===== config.mk =====
export PLATFORM = sky130hd
export DESIGN_NAME = fdp_regs
export DESIGN_NICKNAME = d
export VERILOG_FILES = /design/src/hw/fdp_pkg.sv /design/src/hw/fdp_param_store.sv /design/src/hw/fdp_regs.sv
export SDC_FILE = /design/constraint.sdc
export NUM_CORES = 1
export LEC_CHECK = 0
export ABC_CLOCK_PERIOD_IN_PS = 2100
export BUFFER_PORTS_ARGS = -buffer_cell sky130_fd_sc_hd__buf_4
export CAP_MARGIN = 5
export CORE_MARGIN = 2
export CORE_UTILIZATION = 47
export DETAILED_ROUTE_END_ITERATION = 10
export GPL_TIMING_DRIVEN = 0
export HOLD_SLACK_MARGIN = 0.02
export PLACE_DENSITY_LB_ADDON = 0.05
export SLEW_MARGIN = 20
export SYNTH_ARGS = -nofsm -noshare
export SYNTH_HDL_FRONTEND = slang
export SYNTH_SLANG_ARGS = --single-unit

===== constraint.sdc =====
create_clock -name clock -period 2.1 [get_ports clock]
set_input_delay 0.21 -clock clock [delete_from_list [all_inputs] [get_ports clock]]
set_output_delay 0.21 -clock clock [all_outputs]
set_load 0.02 [all_outputs]

===== src/hw/fdp_pkg.sv =====
package fdp_pkg;

   localparam int ADDR_W = 8;
   localparam int DATA_W = 32;
   localparam int STRB_W = DATA_W / 8;
   localparam int BYTE_W = 8;
   localparam int NUM_SLOTS = 9;
   localparam int SLOT_W = 4;
   localparam int IDX_W = 6;
   localparam int ADDR_LSB = 2;

   // register indices; byte address is four times the index
   localparam logic [IDX_W-1:0] IDX_CH0_NUM_LOW = 6'h31;
   localparam logic [IDX_W-1:0] IDX_CH1_DEN_MID = 6'h32;
   localparam logic [IDX_W-1:0] IDX_CH1_DEN_LOW = 6'h33;
   localparam logic [IDX_W-1:0] IDX_CH1_POSTDIV_INT_TOP = 6'h34;
   localparam logic [IDX_W-1:0] IDX_CH1_INT_MID = 6'h35;
   localparam logic [IDX_W-1:0] IDX_CH1_INT_LOW = 6'h36;
   localparam logic [IDX_W-1:0] IDX_CH1_FRAC_TOP = 6'h37;
   localparam logic [IDX_W-1:0] IDX_CH1_NUM_MID = 6'h38;
   localparam logic [IDX_W-1:0] IDX_CH1_NUM_LOW = 6'h39;
   localparam logic [IDX_W-1:0] IDX_FIRST = IDX_CH0_NUM_LOW;
   localparam logic [IDX_W-1:0] IDX_LAST = IDX_CH1_NUM_LOW;

   localparam logic [SLOT_W-1:0] SLOT_CH0_NUM_LOW = 4'h0;
   localparam logic [SLOT_W-1:0] SLOT_CH1_DEN_MID = 4'h1;
   localparam logic [SLOT_W-1:0] SLOT_CH1_DEN_LOW = 4'h2;
   localparam logic [SLOT_W-1:0] SLOT_CH1_POSTDIV_INT_TOP = 4'h3;
   localparam logic [SLOT_W-1:0] SLOT_CH1_INT_MID = 4'h4;
   localparam logic [SLOT_W-1:0] SLOT_CH1_INT_LOW = 4'h5;
   localparam logic [SLOT_W-1:0] SLOT_CH1_FRAC_TOP = 4'h6;
   localparam logic [SLOT_W-1:0] SLOT_CH1_NUM_MID = 4'h7;
   localparam logic [SLOT_W-1:0] SLOT_CH1_NUM_LOW = 4'h8;

   // field layout
   localparam int INT_TOP_LSB = 0;
   localparam int INT_TOP_W = 2;
   localparam int POSTDIV_LSB = 4;
   localparam int POSTDIV_W = 3;
   localparam int NUM_TOP_LSB = 0;
   localparam int DEN_TOP_LSB = 4;
   localparam int NIB_W = 4;
   localparam int INT_PARAM_W = 18;
   localparam int FRAC_PARAM_W = 20;
   localparam int RATIO_W = 8;

   localparam logic [BYTE_W-1:0] MASK_FULL = 8'hff;
   localparam logic [BYTE_W-1:0] MASK_POSTDIV_INT_TOP = 8'h73;
   localparam logic [BYTE_W-1:0] RESET_BYTE = 8'h00;
   localparam logic [RATIO_W-1:0] RATIO_ONE = 8'h01;

   localparam logic [1:0] RESP_OKAY = 2'h0;
   localparam logic [1:0] RESP_SLVERR = 2'h2;

   // writable bits of each slot; everything else stores zero
   function automatic logic [BYTE_W-1:0] fdp_write_mask(
      input logic [SLOT_W-1:0] slot);
      fdp_write_mask = (slot == SLOT_CH1_POSTDIV_INT_TOP) ?
                       MASK_POSTDIV_INT_TOP : MASK_FULL;
   endfunction : fdp_write_mask

   // returns {hit, slot}
   function automatic logic [SLOT_W:0] fdp_decode(
      input logic [ADDR_W-1:0] addr);
      logic [IDX_W-1:0] idx;
      logic [IDX_W-1:0] diff;
      logic hit;
      idx = addr[ADDR_W-1:ADDR_LSB];
      diff = idx - IDX_FIRST;
      hit = (addr[ADDR_LSB-1:0] == 2'h0) && (idx >= IDX_FIRST) &&
            (idx <= IDX_LAST);
      fdp_decode = {hit, diff[SLOT_W-1:0]};
   endfunction : fdp_decode

endpackage : fdp_pkg


===== src/hw/fdp_param_store.sv =====
`timescale 1ns/1ns
`default_nettype none

module fdp_param_store
   import fdp_pkg::*;
(
   input wire logic clock,
   input wire logic nrst,
   input wire logic ce,
   input wire logic wr_en,
   input wire logic [SLOT_W-1:0] wr_slot,
   input wire logic [BYTE_W-1:0] wr_data,
   input wire logic rd_en,
   input wire logic rd_hit,
   input wire logic [SLOT_W-1:0] rd_slot,
   output logic [BYTE_W-1:0] rd_data,
   output logic [NUM_SLOTS*BYTE_W-1:0] contents
);

   logic [BYTE_W-1:0] masked_wr;

   assign masked_wr = wr_data & fdp_write_mask(wr_slot);

   genvar i;
   generate
      for (i = 0; i < NUM_SLOTS; i = i + 1) begin : g_slot
         logic [BYTE_W-1:0] slot_q;
         always_ff @(posedge clock or negedge nrst) begin
            if (!nrst) begin
               slot_q <= RESET_BYTE;
            end else if (ce && wr_en && (wr_slot == SLOT_W'(i))) begin
               slot_q <= masked_wr;
            end
         end
         // one flop per slot keeps a single process behind each byte
         assign contents[i*BYTE_W +: BYTE_W] = slot_q;
      end
   endgenerate

   // unmapped reads answer zero
   always_ff @(posedge clock or negedge nrst) begin
      if (!nrst) begin
         rd_data <= RESET_BYTE;
      end else if (ce && rd_en) begin
         rd_data <= rd_hit ? contents[rd_slot*BYTE_W +: BYTE_W] :
                    RESET_BYTE;
      end
   end

endmodule : fdp_param_store

`default_nettype wire


===== src/hw/fdp_regs.sv =====
`timescale 1ns/1ns
`default_nettype none

// What this block does
// - hold 18-bit integer parameter, top bits 1:0
// - hold 20-bit fractional numerator parameter
// - hold 20-bit denominator, mid/low bytes separate
// - denominator upper nibble in shared bits 7:4
// - numerator upper nibble in shared bits 3:0
module fdp_regs
   import fdp_pkg::*;
(
   input wire logic clock,
   input wire logic nrst,
   input wire logic ce,
   input wire logic [ADDR_W-1:0] s_axi_awaddr,
   input wire logic [2:0] s_axi_awprot,
   input wire logic s_axi_awvalid,
   output logic s_axi_awready,
   input wire logic [DATA_W-1:0] s_axi_wdata,
   input wire logic [STRB_W-1:0] s_axi_wstrb,
   input wire logic s_axi_wvalid,
   output logic s_axi_wready,
   output logic [1:0] s_axi_bresp,
   output logic s_axi_bvalid,
   input wire logic s_axi_bready,
   input wire logic [ADDR_W-1:0] s_axi_araddr,
   input wire logic [2:0] s_axi_arprot,
   input wire logic s_axi_arvalid,
   output logic s_axi_arready,
   output logic [DATA_W-1:0] s_axi_rdata,
   output logic [1:0] s_axi_rresp,
   output logic s_axi_rvalid,
   input wire logic s_axi_rready,
   output logic [BYTE_W-1:0] ch0_fraction_numerator_low,
   output logic [INT_PARAM_W-1:0] ch1_integer_param,
   output logic [FRAC_PARAM_W-1:0] ch1_fraction_numerator,
   output logic [FRAC_PARAM_W-1:0] ch1_fraction_denominator,
   output logic [POSTDIV_W-1:0] ch1_post_divider_select,
   output logic [RATIO_W-1:0] ch1_post_divide_ratio
);

   typedef enum logic [1:0] {RD_IDLE, RD_FETCH, RD_ANSWER} fdp_rd_e;

   fdp_rd_e rd_state;
   logic [ADDR_W-1:0] aw_addr;
   logic [BYTE_W-1:0] w_byte;
   logic w_low_lane;
   logic rd_hit;
   logic [SLOT_W-1:0] rd_slot;
   logic [BYTE_W-1:0] rd_byte;
   logic [NUM_SLOTS*BYTE_W-1:0] contents;

   // awready/wready low means the address/data is held here
   wire logic wr_fire;
   wire logic [SLOT_W:0] wr_dec;
   wire logic [SLOT_W:0] rd_dec;
   wire logic wr_hit;
   wire logic wr_en;
   wire logic rd_take;
   wire logic rd_fetch;
   wire logic [BYTE_W-1:0] b_ch0_num_low;
   wire logic [BYTE_W-1:0] b_den_mid;
   wire logic [BYTE_W-1:0] b_den_low;
   wire logic [BYTE_W-1:0] b_post_int;
   wire logic [BYTE_W-1:0] b_int_mid;
   wire logic [BYTE_W-1:0] b_int_low;
   wire logic [BYTE_W-1:0] b_frac_top;
   wire logic [BYTE_W-1:0] b_num_mid;
   wire logic [BYTE_W-1:0] b_num_low;
   wire logic [POSTDIV_W-1:0] post_code;

   assign wr_fire = !s_axi_awready && !s_axi_wready && !s_axi_bvalid;
   assign wr_dec = fdp_decode(aw_addr);
   assign rd_dec = fdp_decode(s_axi_araddr);
   assign wr_hit = wr_dec[SLOT_W];
   // a narrow write that skips the low lane changes nothing
   assign wr_en = wr_fire && wr_hit && w_low_lane;
   assign rd_take = s_axi_arvalid && s_axi_arready;
   assign rd_fetch = (rd_state == RD_FETCH);

   fdp_param_store u_store (
      .clock(clock),
      .nrst(nrst),
      .ce(ce),
      .wr_en(wr_en),
      .wr_slot(wr_dec[SLOT_W-1:0]),
      .wr_data(w_byte),
      .rd_en(rd_fetch),
      .rd_hit(rd_hit),
      .rd_slot(rd_slot),
      .rd_data(rd_byte),
      .contents(contents)
   );

   // write channel: address and data taken in either order
   always_ff @(posedge clock or negedge nrst) begin
      if (!nrst) begin
         s_axi_awready <= 1'b1;
         s_axi_wready <= 1'b1;
         s_axi_bvalid <= 1'b0;
         s_axi_bresp <= RESP_OKAY;
         aw_addr <= '0;
         w_byte <= RESET_BYTE;
         w_low_lane <= 1'b0;
      end else if (ce) begin
         if (s_axi_awvalid && s_axi_awready) begin
            s_axi_awready <= 1'b0;
            aw_addr <= s_axi_awaddr;
         end
         if (s_axi_wvalid && s_axi_wready) begin
            s_axi_wready <= 1'b0;
            w_byte <= s_axi_wdata[BYTE_W-1:0];
            w_low_lane <= s_axi_wstrb[0];
         end
         if (wr_fire) begin
            s_axi_bvalid <= 1'b1;
            s_axi_bresp <= wr_hit ? RESP_OKAY : RESP_SLVERR;
            s_axi_awready <= 1'b1;
            s_axi_wready <= 1'b1;
         end else if (s_axi_bvalid && s_axi_bready) begin
            s_axi_bvalid <= 1'b0;
         end
      end
   end

   // read channel: one cycle to fetch from the store, then answer
   always_ff @(posedge clock or negedge nrst) begin
      if (!nrst) begin
         rd_state <= RD_IDLE;
         s_axi_arready <= 1'b1;
         s_axi_rvalid <= 1'b0;
         s_axi_rresp <= RESP_OKAY;
         rd_hit <= 1'b0;
         rd_slot <= '0;
      end else if (ce) begin
         case (rd_state)
            RD_IDLE: begin
               if (rd_take) begin
                  rd_state <= RD_FETCH;
                  s_axi_arready <= 1'b0;
                  rd_hit <= rd_dec[SLOT_W];
                  rd_slot <= rd_dec[SLOT_W-1:0];
                  s_axi_rresp <= rd_dec[SLOT_W] ? RESP_OKAY : RESP_SLVERR;
               end
            end
            RD_FETCH: begin
               rd_state <= RD_ANSWER;
               s_axi_rvalid <= 1'b1;
            end
            RD_ANSWER: begin
               if (s_axi_rready) begin
                  rd_state <= RD_IDLE;
                  s_axi_rvalid <= 1'b0;
                  s_axi_arready <= 1'b1;
               end
            end
            default: begin
               rd_state <= RD_IDLE;
               s_axi_rvalid <= 1'b0;
               s_axi_arready <= 1'b1;
            end
         endcase
      end
   end

   // upper bits read as zero; rd_byte is a flop inside the store
   assign s_axi_rdata = {{(DATA_W-BYTE_W){1'b0}}, rd_byte};

   assign b_ch0_num_low = contents[SLOT_CH0_NUM_LOW*BYTE_W +: BYTE_W];
   assign b_den_mid = contents[SLOT_CH1_DEN_MID*BYTE_W +: BYTE_W];
   assign b_den_low = contents[SLOT_CH1_DEN_LOW*BYTE_W +: BYTE_W];
   assign b_post_int = contents[SLOT_CH1_POSTDIV_INT_TOP*BYTE_W +: BYTE_W];
   assign b_int_mid = contents[SLOT_CH1_INT_MID*BYTE_W +: BYTE_W];
   assign b_int_low = contents[SLOT_CH1_INT_LOW*BYTE_W +: BYTE_W];
   assign b_frac_top = contents[SLOT_CH1_FRAC_TOP*BYTE_W +: BYTE_W];
   assign b_num_mid = contents[SLOT_CH1_NUM_MID*BYTE_W +: BYTE_W];
   assign b_num_low = contents[SLOT_CH1_NUM_LOW*BYTE_W +: BYTE_W];

   // parameters are zero after reset, not meaningful until written
   assign ch0_fraction_numerator_low = b_ch0_num_low;
   assign ch1_integer_param = {b_post_int[INT_TOP_LSB +: INT_TOP_W],
                               b_int_mid, b_int_low};
   assign ch1_fraction_numerator = {b_frac_top[NUM_TOP_LSB +: NIB_W],
                                    b_num_mid, b_num_low};
   assign ch1_fraction_denominator = {b_frac_top[DEN_TOP_LSB +: NIB_W],
                                      b_den_mid, b_den_low};
   assign post_code = b_post_int[POSTDIV_LSB +: POSTDIV_W];
   assign ch1_post_divider_select = post_code;

   // ratio lags the select by one clock
   always_ff @(posedge clock or negedge nrst) begin
      if (!nrst) begin
         ch1_post_divide_ratio <= RATIO_ONE;
      end else if (ce) begin
         ch1_post_divide_ratio <= RATIO_ONE << post_code;
      end
   end

endmodule : fdp_regs

`default_nettype wire


# Word-level counts from Yosys, hierarchy flattened
# Cells that the tools add are included.
# totals
ff_bits,121
in_bits,66
output_inout_bits,118
elab_cells,108
# op_classes
add_sub_neg,2
magnitude_cmp,4
n_eq_ne,12
shifts,2
muxes,18
n_bitwise,3
reduce_logical,43
# ops
op,count
$shiftx 72x8->8,1
$logic_and 1x1->1,23
$eq 4x3->1 const B,4
$mux 8,2
$ge 6x6->1 const B,2
$le 6x6->1 const B,2
$reduce_and 2->1,6
$mux 1,9
$reduce_and 3->1,3
$and 8x8->8,1
$eq 4x2->1 const B,2
$mux 2,4
$shl 1x3->8 const A,1
$sub 4x1->4 const B,2
$logic_not 2->1,3
$pmux 1 s3,2
$pmux 2 s3,1
$reduce_bool 2->1,3
$eq 4x1->1 const B,1
$eq 4x4->1 const B,1
$logic_not 4->1,1
$ne 2x2->1 const B,2
$reduce_and 4->1,1
$logic_not 1->1,3
other kinds (3),4

# Depth between registers and ports, before layout
# Gate-level depths: netlist of the first run.
# depth
ltp_word,7
depth_mapped,5
depth_no_buf,5

# Hierarchy
# From an unflattened synthesis of the first run, not the netlist that was laid out.
# unflattened
cells_unflattened,418
hier_area_um2,5589.1
# modules_own_cells
module,n_inst,cells_each,area_each_um2,seq_area_each_um2
fdp_param_store,1,261,3672.3,2001.9
fdp_regs,1,157,1916.8,980.9

# Worst setup path after synthesis of the first run
# OpenSTA, ideal clock, no wires.
# synth_path
path_kind,reg2reg
startpoint,register s_axi_bvalid
endpoint,register u_store.g_slot[7].slot_q[0]
setup_time_ns,0.125
arrival_time_ns,1.957
t_required_ns,1.975
setup_slack_ns,0.019
stages_incl_launch_ff,5
path_buffers,1
synth_period_minus_slack_ns,2.081
path_cell_list,dfrtp_1 -> or4b_1 -> buf_2 -> nor4_4 -> mux2_2
# synth_between
elab_chain_cells,6
# synth_rtl
item,line_no,source
"start, declared",fdp_regs.sv:25,"output logic s_axi_bvalid,"
"start signal, assigned",fdp_regs.sv:101,s_axi_bvalid <= 1'b0;
"start signal, assigned",fdp_regs.sv:117,s_axi_bvalid <= 1'b1;
"start signal, assigned",fdp_regs.sv:122,s_axi_bvalid <= 1'b0;
$logic_not 1->1,fdp_regs.sv:73,assign wr_fire = !s_axi_awready && !s_axi_wready && !s_axi_bvalid;
$logic_and 1x1->1,fdp_regs.sv:73,
$logic_and 1x1->1 (2 in series),fdp_regs.sv:78,assign wr_en = wr_fire && wr_hit && w_low_lane;
$logic_and 1x1->1 (2 in series),fdp_param_store.sv:31,end else if (ce && wr_en && (wr_slot == SLOT_W'(i))) begin
"end signal, assigned",fdp_param_store.sv:32,slot_q <= masked_wr;
"end, declared",fdp_param_store.sv:27,logic [BYTE_W-1:0] slot_q;
# No other way between the ends.
# A chain may end at the register's enable or synchronous reset.

# Final worst setup path of the first run
# layout_path
startpoint,register s_axi_wready
endpoint,register u_store.g_slot[8].slot_q[4]
# layout_between
elab_chain_cells,7
# layout_rtl
item,line_no,source
"start, declared",fdp_regs.sv:23,"output logic s_axi_wready,"
"start signal, assigned",fdp_regs.sv:100,s_axi_wready <= 1'b1;
"start signal, assigned",fdp_regs.sv:112,s_axi_wready <= 1'b0;
"start signal, assigned",fdp_regs.sv:120,s_axi_wready <= 1'b1;
$logic_not 1->1,fdp_regs.sv:73,
$logic_and 1x1->1 (2 in series),fdp_regs.sv:73,
$logic_and 1x1->1 (2 in series),fdp_regs.sv:78,
$logic_and 1x1->1 (2 in series),fdp_param_store.sv:31,
"end signal, assigned",fdp_param_store.sv:32,
"end, declared",fdp_param_store.sv:27,
# No other way between the ends.

==> parameters.txt, run 1 <==
Parameter                              Value

Clocking
  Root buffer cell ... clkbuf_16
  Clock-pin slew on the worst setup and hold paths ... roughly 60 ps
  Clock buffer count from CTS ... 17
  Maximum clock path buffer count ... 2
  Sinks on the clock net ... 119
  Clk Latency, worst-skew pair ... 410 ps
  H-Tree Level Count ... 4
  TritonCTS clock tree ... yes

Routing
  Vias after detailed routing ... 3968
  Highest metal layer with signal wires ... met4
  Mean routed wirelength per cell ... 17.0 um
  Iter 0 DRT Violations ... 166
  Ratio of routed vias to standard cells ... 4.89
  Pre-Repair DR Iteration Count ... 4
  Antenna violation net count after detailed routing ... 0
  Routed WL ... 13.8 mm
  Met3 WL post-DR ... 751 um
  Post-Route M1 WL ... 6.14 mm
  Metal2 WL ... ~6.7 mm
  Drc violations ... 0

Power and ir drop
  Largest vdd supply drop ... between 0.5 and 0.6 mV
  Standby leakage power ... 0.00417 uW
  Overall power of the completed layout ... 7460 uW
  Power density normalized to cell area ... roughly 930 mW/mm2

Global routing
  Wire length of the first global-routing pass ... between 20 and 25 mm
  Overflow left after global routing ... 0
  Initial antenna violation count ... 0
  Aggregate global-route resource usage ... 21.2%
  Pin count of the biggest net entering global routing ... 78
  Vias in the first global route ... 3922

STA
  Ratio of final minimum period to clock period ... 95.5%
  Peak Freq ... between 400 and 500 MHz
  Transition time at the pin with the least slew margin ... 809 ps
  Final-report hold violation count ... 0
  Tmin final ... 2000 ps
  Headroom to the max-slew limit ... 46.1%
  Setup violation total in the final timing report ... 0
  Setup WS post-layout ... ~95 ps
  Fin Clk Skew ... 8.14 ps
  Setup repair after global routing missed its margin ... no
  Pins over their slew limit ... 0

Floorplanning
  Floorplan Core Area ... 0.0125 mm2
  Initial core utilization ... a little under half
  Rows ... 41
  Die area ... 0.0137 mm2
  I/O Pins ... ~180
  Vertical extent of the die ... 117 um
  Horizontal die dimension ... around 120 um

Setup path
  Reg2Reg Depth ... 5
  Type of element launching the critical path ... flop
  Cell with the largest stage delay on the worst path ... or4b_1
  Capture instance of the worst register-to-register path ... u_store.g_slot[8].slot_q[4]$_DFFE_PN0P_
  WS Path Type ... flop to flop
  Crit path arrival time ... 2300 ps
  CP peak stage delay ... ~520 ps
  Required time at the endpoint of the critical path ... 2390 ps
  Cell family with the largest share of critical-path delay ... simple AND/OR/NAND/NOR gates
  Critical path endpoint category ... flop
  Launching instance or port of the critical path ... s_axi_wready$_DFFE_PN1P_
  Maximum fanout count along the critical path ... 8
  Buffers plus inverters on the worst setup path ... 2
  Minimum setup slack among reg-to-reg paths ... 100 ps
  Critical path cell sequence ... or4b_1, buf_2, nor4_4, buf_12, mux2_2
  Reg2Reg Launch Point ... s_axi_wready$_DFFE_PN1P_

Synthesis
  Number of instances in the synthesized netlist ... 447
  Count of flip-flops with a built-in enable after synthesis ... 0
  Mean post-synth cell area ... 13.4 um2
  Asr flop ratio synth ... 100%
  Commonest register cell after synthesis ... dfrtp_1
  YS warnings ... 0
  Cell types with the largest area share after synthesis ... dfrtp_1, mux2_2, buf_4
  Portion of synthesized cell area occupied by the leading cell type ... 48.1%
  Count of state elements after synthesis ... 119
  Sequential element share of the synthesized area ... 49.8%
  Syn Std Cell Area ... 0.00599 mm2
  Post-synthesis cell type with the largest combined area ... dfrtp_1
  Number of unique standard cell types used by synthesis ... 47

Final layout
  Fill count ... 1037
  Share of post-route cells with drive strength above 1 ... 59.8%
  Nets@finish ... 695
  Design Area, Final ... 0.00803 mm2
  Area Overhead vs Synth ... 34.0%
  Total inserted antenna cells ... 0

Worst hold path
  Worst min-delay path class ... input port to flop
  Number of cells on the worst hold path ... 2
  Hold worst-path end ... w_low_lane$_DFFE_PN0P_
  Startpoint of the most critical hold path ... s_axi_wstrb[0]

Placed design
  Detail Placement HPWL ... 9.85 mm
  Post-DP Area ... 0.00726 mm2
  Port buffer count ... 124
  Pre-CTS worst setup slack ... -445 ps
  Final estimated routing congestion in global placement ... between 0.7 and 0.8

Job
  Maximum Capacitance Violations ... 0

Outcome
  Status ... finished clean
## power breakdown
group	switching (uW)	internal, uW	leakage (uW)
combinational	895	729	0.00228
clock	1070	1900	0.000289
sequential	265	2610	0.00160
## metrics by stage
stage	TNS (ps)	hold slack, ps	cells	util (%)
2_1_floorplan	0	-85.6	472	-
3_3_place_gp	-8220	443	768	57.7
3_5_place_dp	-11990	159	769	58.0
4_1_cts	0	20.3	811	64.0
5_1_grt	0	20.7	812	64.1
6_report	0	30.7	812	64.1
## cells in the final DEF (no fill, tap or decap), types with 3 or more instances in the layout
master and n:
buf_4 220, dfrtp_1 115, mux2_2 90, conb_1 26, clkbuf_16 17, mux4_2 16, mux2i_1 10, o21ai_0 10
nand2_1 9, dlygate4sd3_1 9, inv_1 8, a32oi_1 8, buf_1 7, o2bb2ai_1 6, nand2b_1 5, nand4_2 5
buf_2 4, nor2b_1 4, dfstp_2 4, clkinvlp_4 4, nand3b_1 3, nor2_1 3, and2_1 3, a21oi_1 3
bufinv_16 3, clkinv_4 3
## state kept, by name (all words and copies together) (netlist names)
| register | cells |
|---|---|
| rd_hit | 1 |
| w_low_lane | 1 |
| ch1_post_divide_ratio | 8 |
| s_axi_rresp | 1 |
| aw_addr | 8 |
| u_store.g_slot.slot_q | 72 |
| s_axi_arready | 1 |
| s_axi_bvalid | 1 |
| s_axi_awready | 1 |
| s_axi_rvalid | 1 |
| s_axi_bresp | 1 |
| w_byte | 8 |
| u_store.rd_data | 8 |
| rd_slot | 4 |
| rd_state | 2 |
| s_axi_wready | 1 |
## cell usage after synthesis (all sizes together) (4+ instances only)
| library cell | n |
|---|---|
| dfrtp | 115 |
| buf | 107 |
| mux2 | 90 |
| mux4 | 16 |
| mux2i | 10 |
| o21ai | 10 |
| nand2 | 9 |
| a32oi | 8 |
| inv | 8 |
| nand4 | 6 |
| o2bb2ai | 6 |
| nand2b | 5 |
| dfstp | 4 |
| nor2b | 4 |
| nor4b | 4 |
## logic make-up after synthesis
family | after synthesis | share of synthesized area (%)
compound gates | 35 | 4.18
xor+xnor | 2 | 0.293
fa+ha+maj | 2 | 0.418
buf+inv | 118 | 13.4
flops | 119 | 49.8
mux | 116 | 24.6
other cells | 1 | 0.0626
simple gates | 54 | 7.19
## final cells by class
| type | instances | area [um2] | area share, % |
|---|---|---|---|
| multi-input cells | 235 | 2310 | 28.8 |
| flip-flops and latches | 119 | 2980 | 37.2 |
| clock inverters | 14 | 174 | 2.17 |
| repair buffers | 137 | 1100 | 13.7 |
| plain buffers | 109 | 776 | 9.66 |
| clock buffers | 18 | 439 | 5.47 |
| inverters | 8 | 30.0 | 0.374 |
| well taps | 172 | 215 | 2.68 |
## metal layers
| layer | GRT usage [%] | vias up |
|---|---|---|
| met3 | 6.23 | 12 |
| met4 | 5.96 | 0 |
| met2 | 33.8 | 121 |
| li1 | - | 1864 |
| met5 | 0 | - |
| met1 | 28.5 | 1971 |
## how the worst max path moves through the flow
stage / end / depth (start not counted)
final: u_store.g_slot[8].slot_q[4]$_DFFE_PN0P_ / 5
after global routing: u_store.g_slot[8].slot_q[2]$_DFFE_PN0P_ / 5
after CTS: u_store.g_slot[8].slot_q[4]$_DFFE_PN0P_ / 5
after detailed placement: u_store.g_slot[3].slot_q[4]$_DFFE_PN0P_ / 3
after global placement: u_store.g_slot[3].slot_q[1]$_DFFE_PN0P_ / 3
after floorplan: u_store.g_slot[7].slot_q[0]$_DFFE_PN0P_ / 4
## repair_timing
| action | in CTS | in global routing |
|---|---|---|
| endpoints found under the hold margin | 45 | 1 |
| hold buffers | 8 | 1 |
| gates resized for setup | 5 | 0 |
| setup endpoints to repair | 80 | 0 |
| buffers inserted | 3 | 0 |
Power figures use the tool's default switching activity.
==> inputs of run 2 (changes only) <==
--- a/config.mk
+++ b/config.mk
@@ -5,6 +5,7 @@
 export SDC_FILE = /design/constraint.sdc
 export NUM_CORES = 1
 export LEC_CHECK = 0
+export ABC_AREA = 1
 export ABC_CLOCK_PERIOD_IN_PS = 2100
 export BUFFER_PORTS_ARGS = -buffer_cell sky130_fd_sc_hd__buf_4
 export CAP_MARGIN = 5
@@ -13,6 +14,7 @@
 export DETAILED_ROUTE_END_ITERATION = 10
 export GPL_TIMING_DRIVEN = 0
 export HOLD_SLACK_MARGIN = 0.02
+export MAX_ROUTING_LAYER = met4
 export PLACE_DENSITY_LB_ADDON = 0.05
 export SLEW_MARGIN = 20
 export SYNTH_ARGS = -nofsm -noshare
==> run 2 against run 1 <==
  * Synthesized area increased by 3.8%
  * Global-route usage increased by 5.1 points
  * Total power increased by 19%
  * Via count increased by 41%
  * First-iteration DRC count increased to 3.1 times the previous value
  * Critical endpoint is now u_store.g_slot[1].slot_q[5]$_DFFE_PN0P_
  * Clock power about the same
==> parameters.txt, run 2 <==
Parameter                              Value

Outcome
  Status ... finished clean

Placed design
  Post-DP Area ... 0.00749 mm2
  Port buffer count ... 123
  Final estimated routing congestion in global placement ... 0.961
  Detail Placement HPWL ... 13.1 mm
  Dpl cells ... 1098

Worst hold path
  Number of cells on the worst hold path ... 2
  Worst min-delay path class ... input port to flop

Floorplanning
  Vertical extent of the die ... between 100 and 150 um
  Initial core utilization ... between 40% and 50%
  Horizontal die dimension ... 119 um
  I/O Pins ... 184
  Rows ... 42
  Floorplan Core Area ... 0.0131 mm2
  Die area ... ~0.014 mm2

Routing
  Antenna violation net count after detailed routing ... 0
  Ratio of routed vias to standard cells ... around 4.9
  Iter 0 DRT Violations ... 519
  Met3 WL post-DR ... between 1 and 1.5 mm
  Highest metal layer with signal wires ... met4
  Vias after detailed routing ... about 5600
  Pre-Repair DR Iteration Count ... 5
  Drc violations ... 0
  Metal2 WL ... around 8 mm
  Post-Route M1 WL ... 7.64 mm
  Mean routed wirelength per cell ... ~15 um
  Routed WL ... 17.2 mm

Setup path
  Reg2Reg Depth ... 6
  Cell with the largest stage delay on the worst path ... nor2_1
  Crit path arrival time ... around 2300 ps
  Critical path endpoint category ... flop
  WS Path Type ... flop to flop
  Type of element launching the critical path ... flop
  Most frequent cell on the critical path ... nand2_1
  Required time at the endpoint of the critical path ... approximately 2400 ps
  CP peak stage delay ... 660 ps
  Maximum fanout count along the critical path ... 10
  Critical path cell sequence ... nor2_1, nand2_1, nand3b_4, buf_2, nand2_1, o21ai_1

Synthesis
  Number of instances in the synthesized netlist ... 773
  Xor/xnor share of the synthesized area ... less than 1%
  Sequential element share of the synthesized area ... 48.0%
  Combinational family with the most area after synthesis ... simple AND/OR/NAND/NOR gates
  Count of state elements after synthesis ... 119
  Count of flip-flops with a built-in enable after synthesis ... 0
  Most repeated cell in the gate-level netlist after synthesis ... nand2_1
  Number of unique standard cell types used by synthesis ... 33
  YS warnings ... 0
  Portion of synthesized cell area occupied by the leading cell type ... 46.3%
  Synthesized-area fraction occupied by ao, oa, aoi and oai cells ... 7.47%
  Simple-gate share of the synthesized area ... 26.0%
  Asr flop ratio synth ... 100%
  Top post-synthesis cells by count ... nand2_1, dfrtp_1, buf_4
  Multiplexer share of the synthesized area ... ~1.1%
  Cell types with the largest area share after synthesis ... dfrtp_1, nand2_1, buf_4
  Post-synthesis cell type with the largest combined area ... dfrtp_1
  Commonest register cell after synthesis ... dfrtp_1
  Mean post-synth cell area ... 8.04 um2
  Post-synthesis share of cell area spent on full adders, half adders and majority gates ... less than 1%
  Syn Std Cell Area ... 0.00622 mm2

Final layout
  Nets@finish ... 1017
  Highest-count cells in the layout ignoring fill and taps ... buf_4, nand2_1, dfrtp_1, nand3_1, nor2_1
  Fill count ... 1152
  Share of post-route cells with drive strength above 1 ... a little under a third
  Design Area, Final ... 0.00818 mm2
  Register bank with the most flops ... u_store.g_slot.slot_q
  Max FFs per register ... 72
  Area Overhead vs Synth ... 31.6%
  Total inserted antenna cells ... 0
  Final std cells w/o fill ... 1138
  Most common cell after layout, fill and taps aside ... buf_4

Clocking
  Sinks on the clock net ... 119
  Root buffer cell ... clkbuf_16
  Clock buffer count from CTS ... 17
  TritonCTS clock tree ... yes
  Maximum clock path buffer count ... 2
  Clk Latency, worst-skew pair ... 420 ps
  Clock-pin slew on the worst setup and hold paths ... 60 ps
  H-Tree Level Count ... 4

Power and ir drop
  Largest vdd supply drop ... 0.721 mV
  Power density normalized to cell area ... 1090 mW/mm2
  Standby leakage power ... 0.00446 uW

Global routing
  Aggregate global-route resource usage ... 26.3%
  Vias in the first global route ... 5407
  Pin count of the biggest net entering global routing ... 61
  Wire length of the first global-routing pass ... 27.8 mm
  Initial antenna violation count ... 0
  Overflow left after global routing ... 0

STA
  Total negative slack ... 0 ps
  Peak Freq ... 513 MHz
  Headroom to the max-slew limit ... 45.5%
  Setup violation total in the final timing report ... 0
  Fin Clk Skew ... around 5.6 ps
  Ratio of final minimum period to clock period ... 92.8%
  Final-report hold violation count ... 0
  Pins over their slew limit ... 0
  Final Hold Slack ... 30.9 ps
  Setup repair after global routing missed its margin ... no
  Transition time at the pin with the least slew margin ... 815 ps
  Tmin final ... 1950 ps

Job
  Maximum Capacitance Violations ... 0
==> run 2: cell types whose count changed in the layout (fill, tap and decap cells not counted), moves of 12 or more <==
cell / before / now
o21ai_0: 10 / 22
o21ai_1: 0 / 32
mux4_2: 16 / 0
inv_1: 8 / 49
nand2_1: 9 / 218
nor2_1: 3 / 68
mux2_2: 90 / 6
nand3_1: 2 / 72
==> run 2: per-stage QoR <==
stage / power, uW / utilization [%] / setup slack [ps]
after global placement: 5850 / 57.0 / 165
after detailed placement: 5910 / 57.2 / 138
after global routing: 9390 / 62.5 / 3.36
final: 8900 / 62.5 / 151
after CTS: 8900 / 62.4 / 119
after floorplan: 4880 / - / 453
==> run 2: power breakdown <==
| group | internal, uW | switching (uW) |
|---|---|---|
| registers | 2690 | 371 |
| clock network | 1900 | 1080 |
| logic | 927 | 1920 |
==> run 2: logic make-up after synthesis <==
group	after synthesis
simple gates	379
buf+inv	178
flops	119
compound gates	86
mux	6
fa+ha+maj	2
xor+xnor	2
other cells	1
==> run 2: repair_timing <==
| action | in CTS | in global routing |
|---|---|---|
| setup buffers | 0 | 2 |
| gates resized for setup | 0 | 1 |
| setup endpoints to repair | 0 | 19 |
| hold buffers | 6 | 0 |
| endpoints found under the hold margin | 61 | 0 |
==> run 2: final timing paths <==
kind	end	slack [ps]	from
max	u_store.g_slot[1].slot_q[5]$_DFFE_PN0P_	150	aw_addr[2]$_DFFE_PN0P_
min in group asynchronous	aw_addr[6]$_DFFE_PN0P_	330	nrst
max in group asynchronous	s_axi_awready$_DFFE_PN1P_	1070	nrst
min	w_low_lane$_DFFE_PN0P_	30	s_axi_wstrb[0]
max reg2reg	u_store.g_slot[1].slot_q[5]$_DFFE_PN0P_	150	aw_addr[2]$_DFFE_PN0P_
min reg2reg	s_axi_arready$_DFFE_PN1P_	470	s_axi_arready$_DFFE_PN1P_
==> run 2: area by class of cell <==
| class | instances | area, um2 | area share, % |
|---|---|---|---|
| Inverter | 57 | 214 | 2.61 |
| Timing Repair Buffer | 132 | 1030 | 12.6 |
| Clock buffer | 18 | 439 | 5.37 |
| Clock inverter | 14 | 175 | 2.14 |
| Sequential cell | 119 | 2980 | 36.5 |
| Buffer | 121 | 825 | 10.1 |
| Multi-Input combinational cell | 501 | 2300 | 28.1 |
| Tap cell | 176 | 220 | 2.69 |
==> run 2: critical path, delay by kind of cell, from the launching register on <==
kind	cells	cell delay (ps)
and+or+nand+nor	4	1120
DFF	1	440
buffers and inverters	1	210
AOI/OAI and AO/OA	1	50
==> run 2: layer usage <==
layer	up-vias	global-route usage, %
li1	2714	-
met1	2603	35.1
met2	238	39.9
met3	29	5.32
met4	0	10.2
met5	-	-
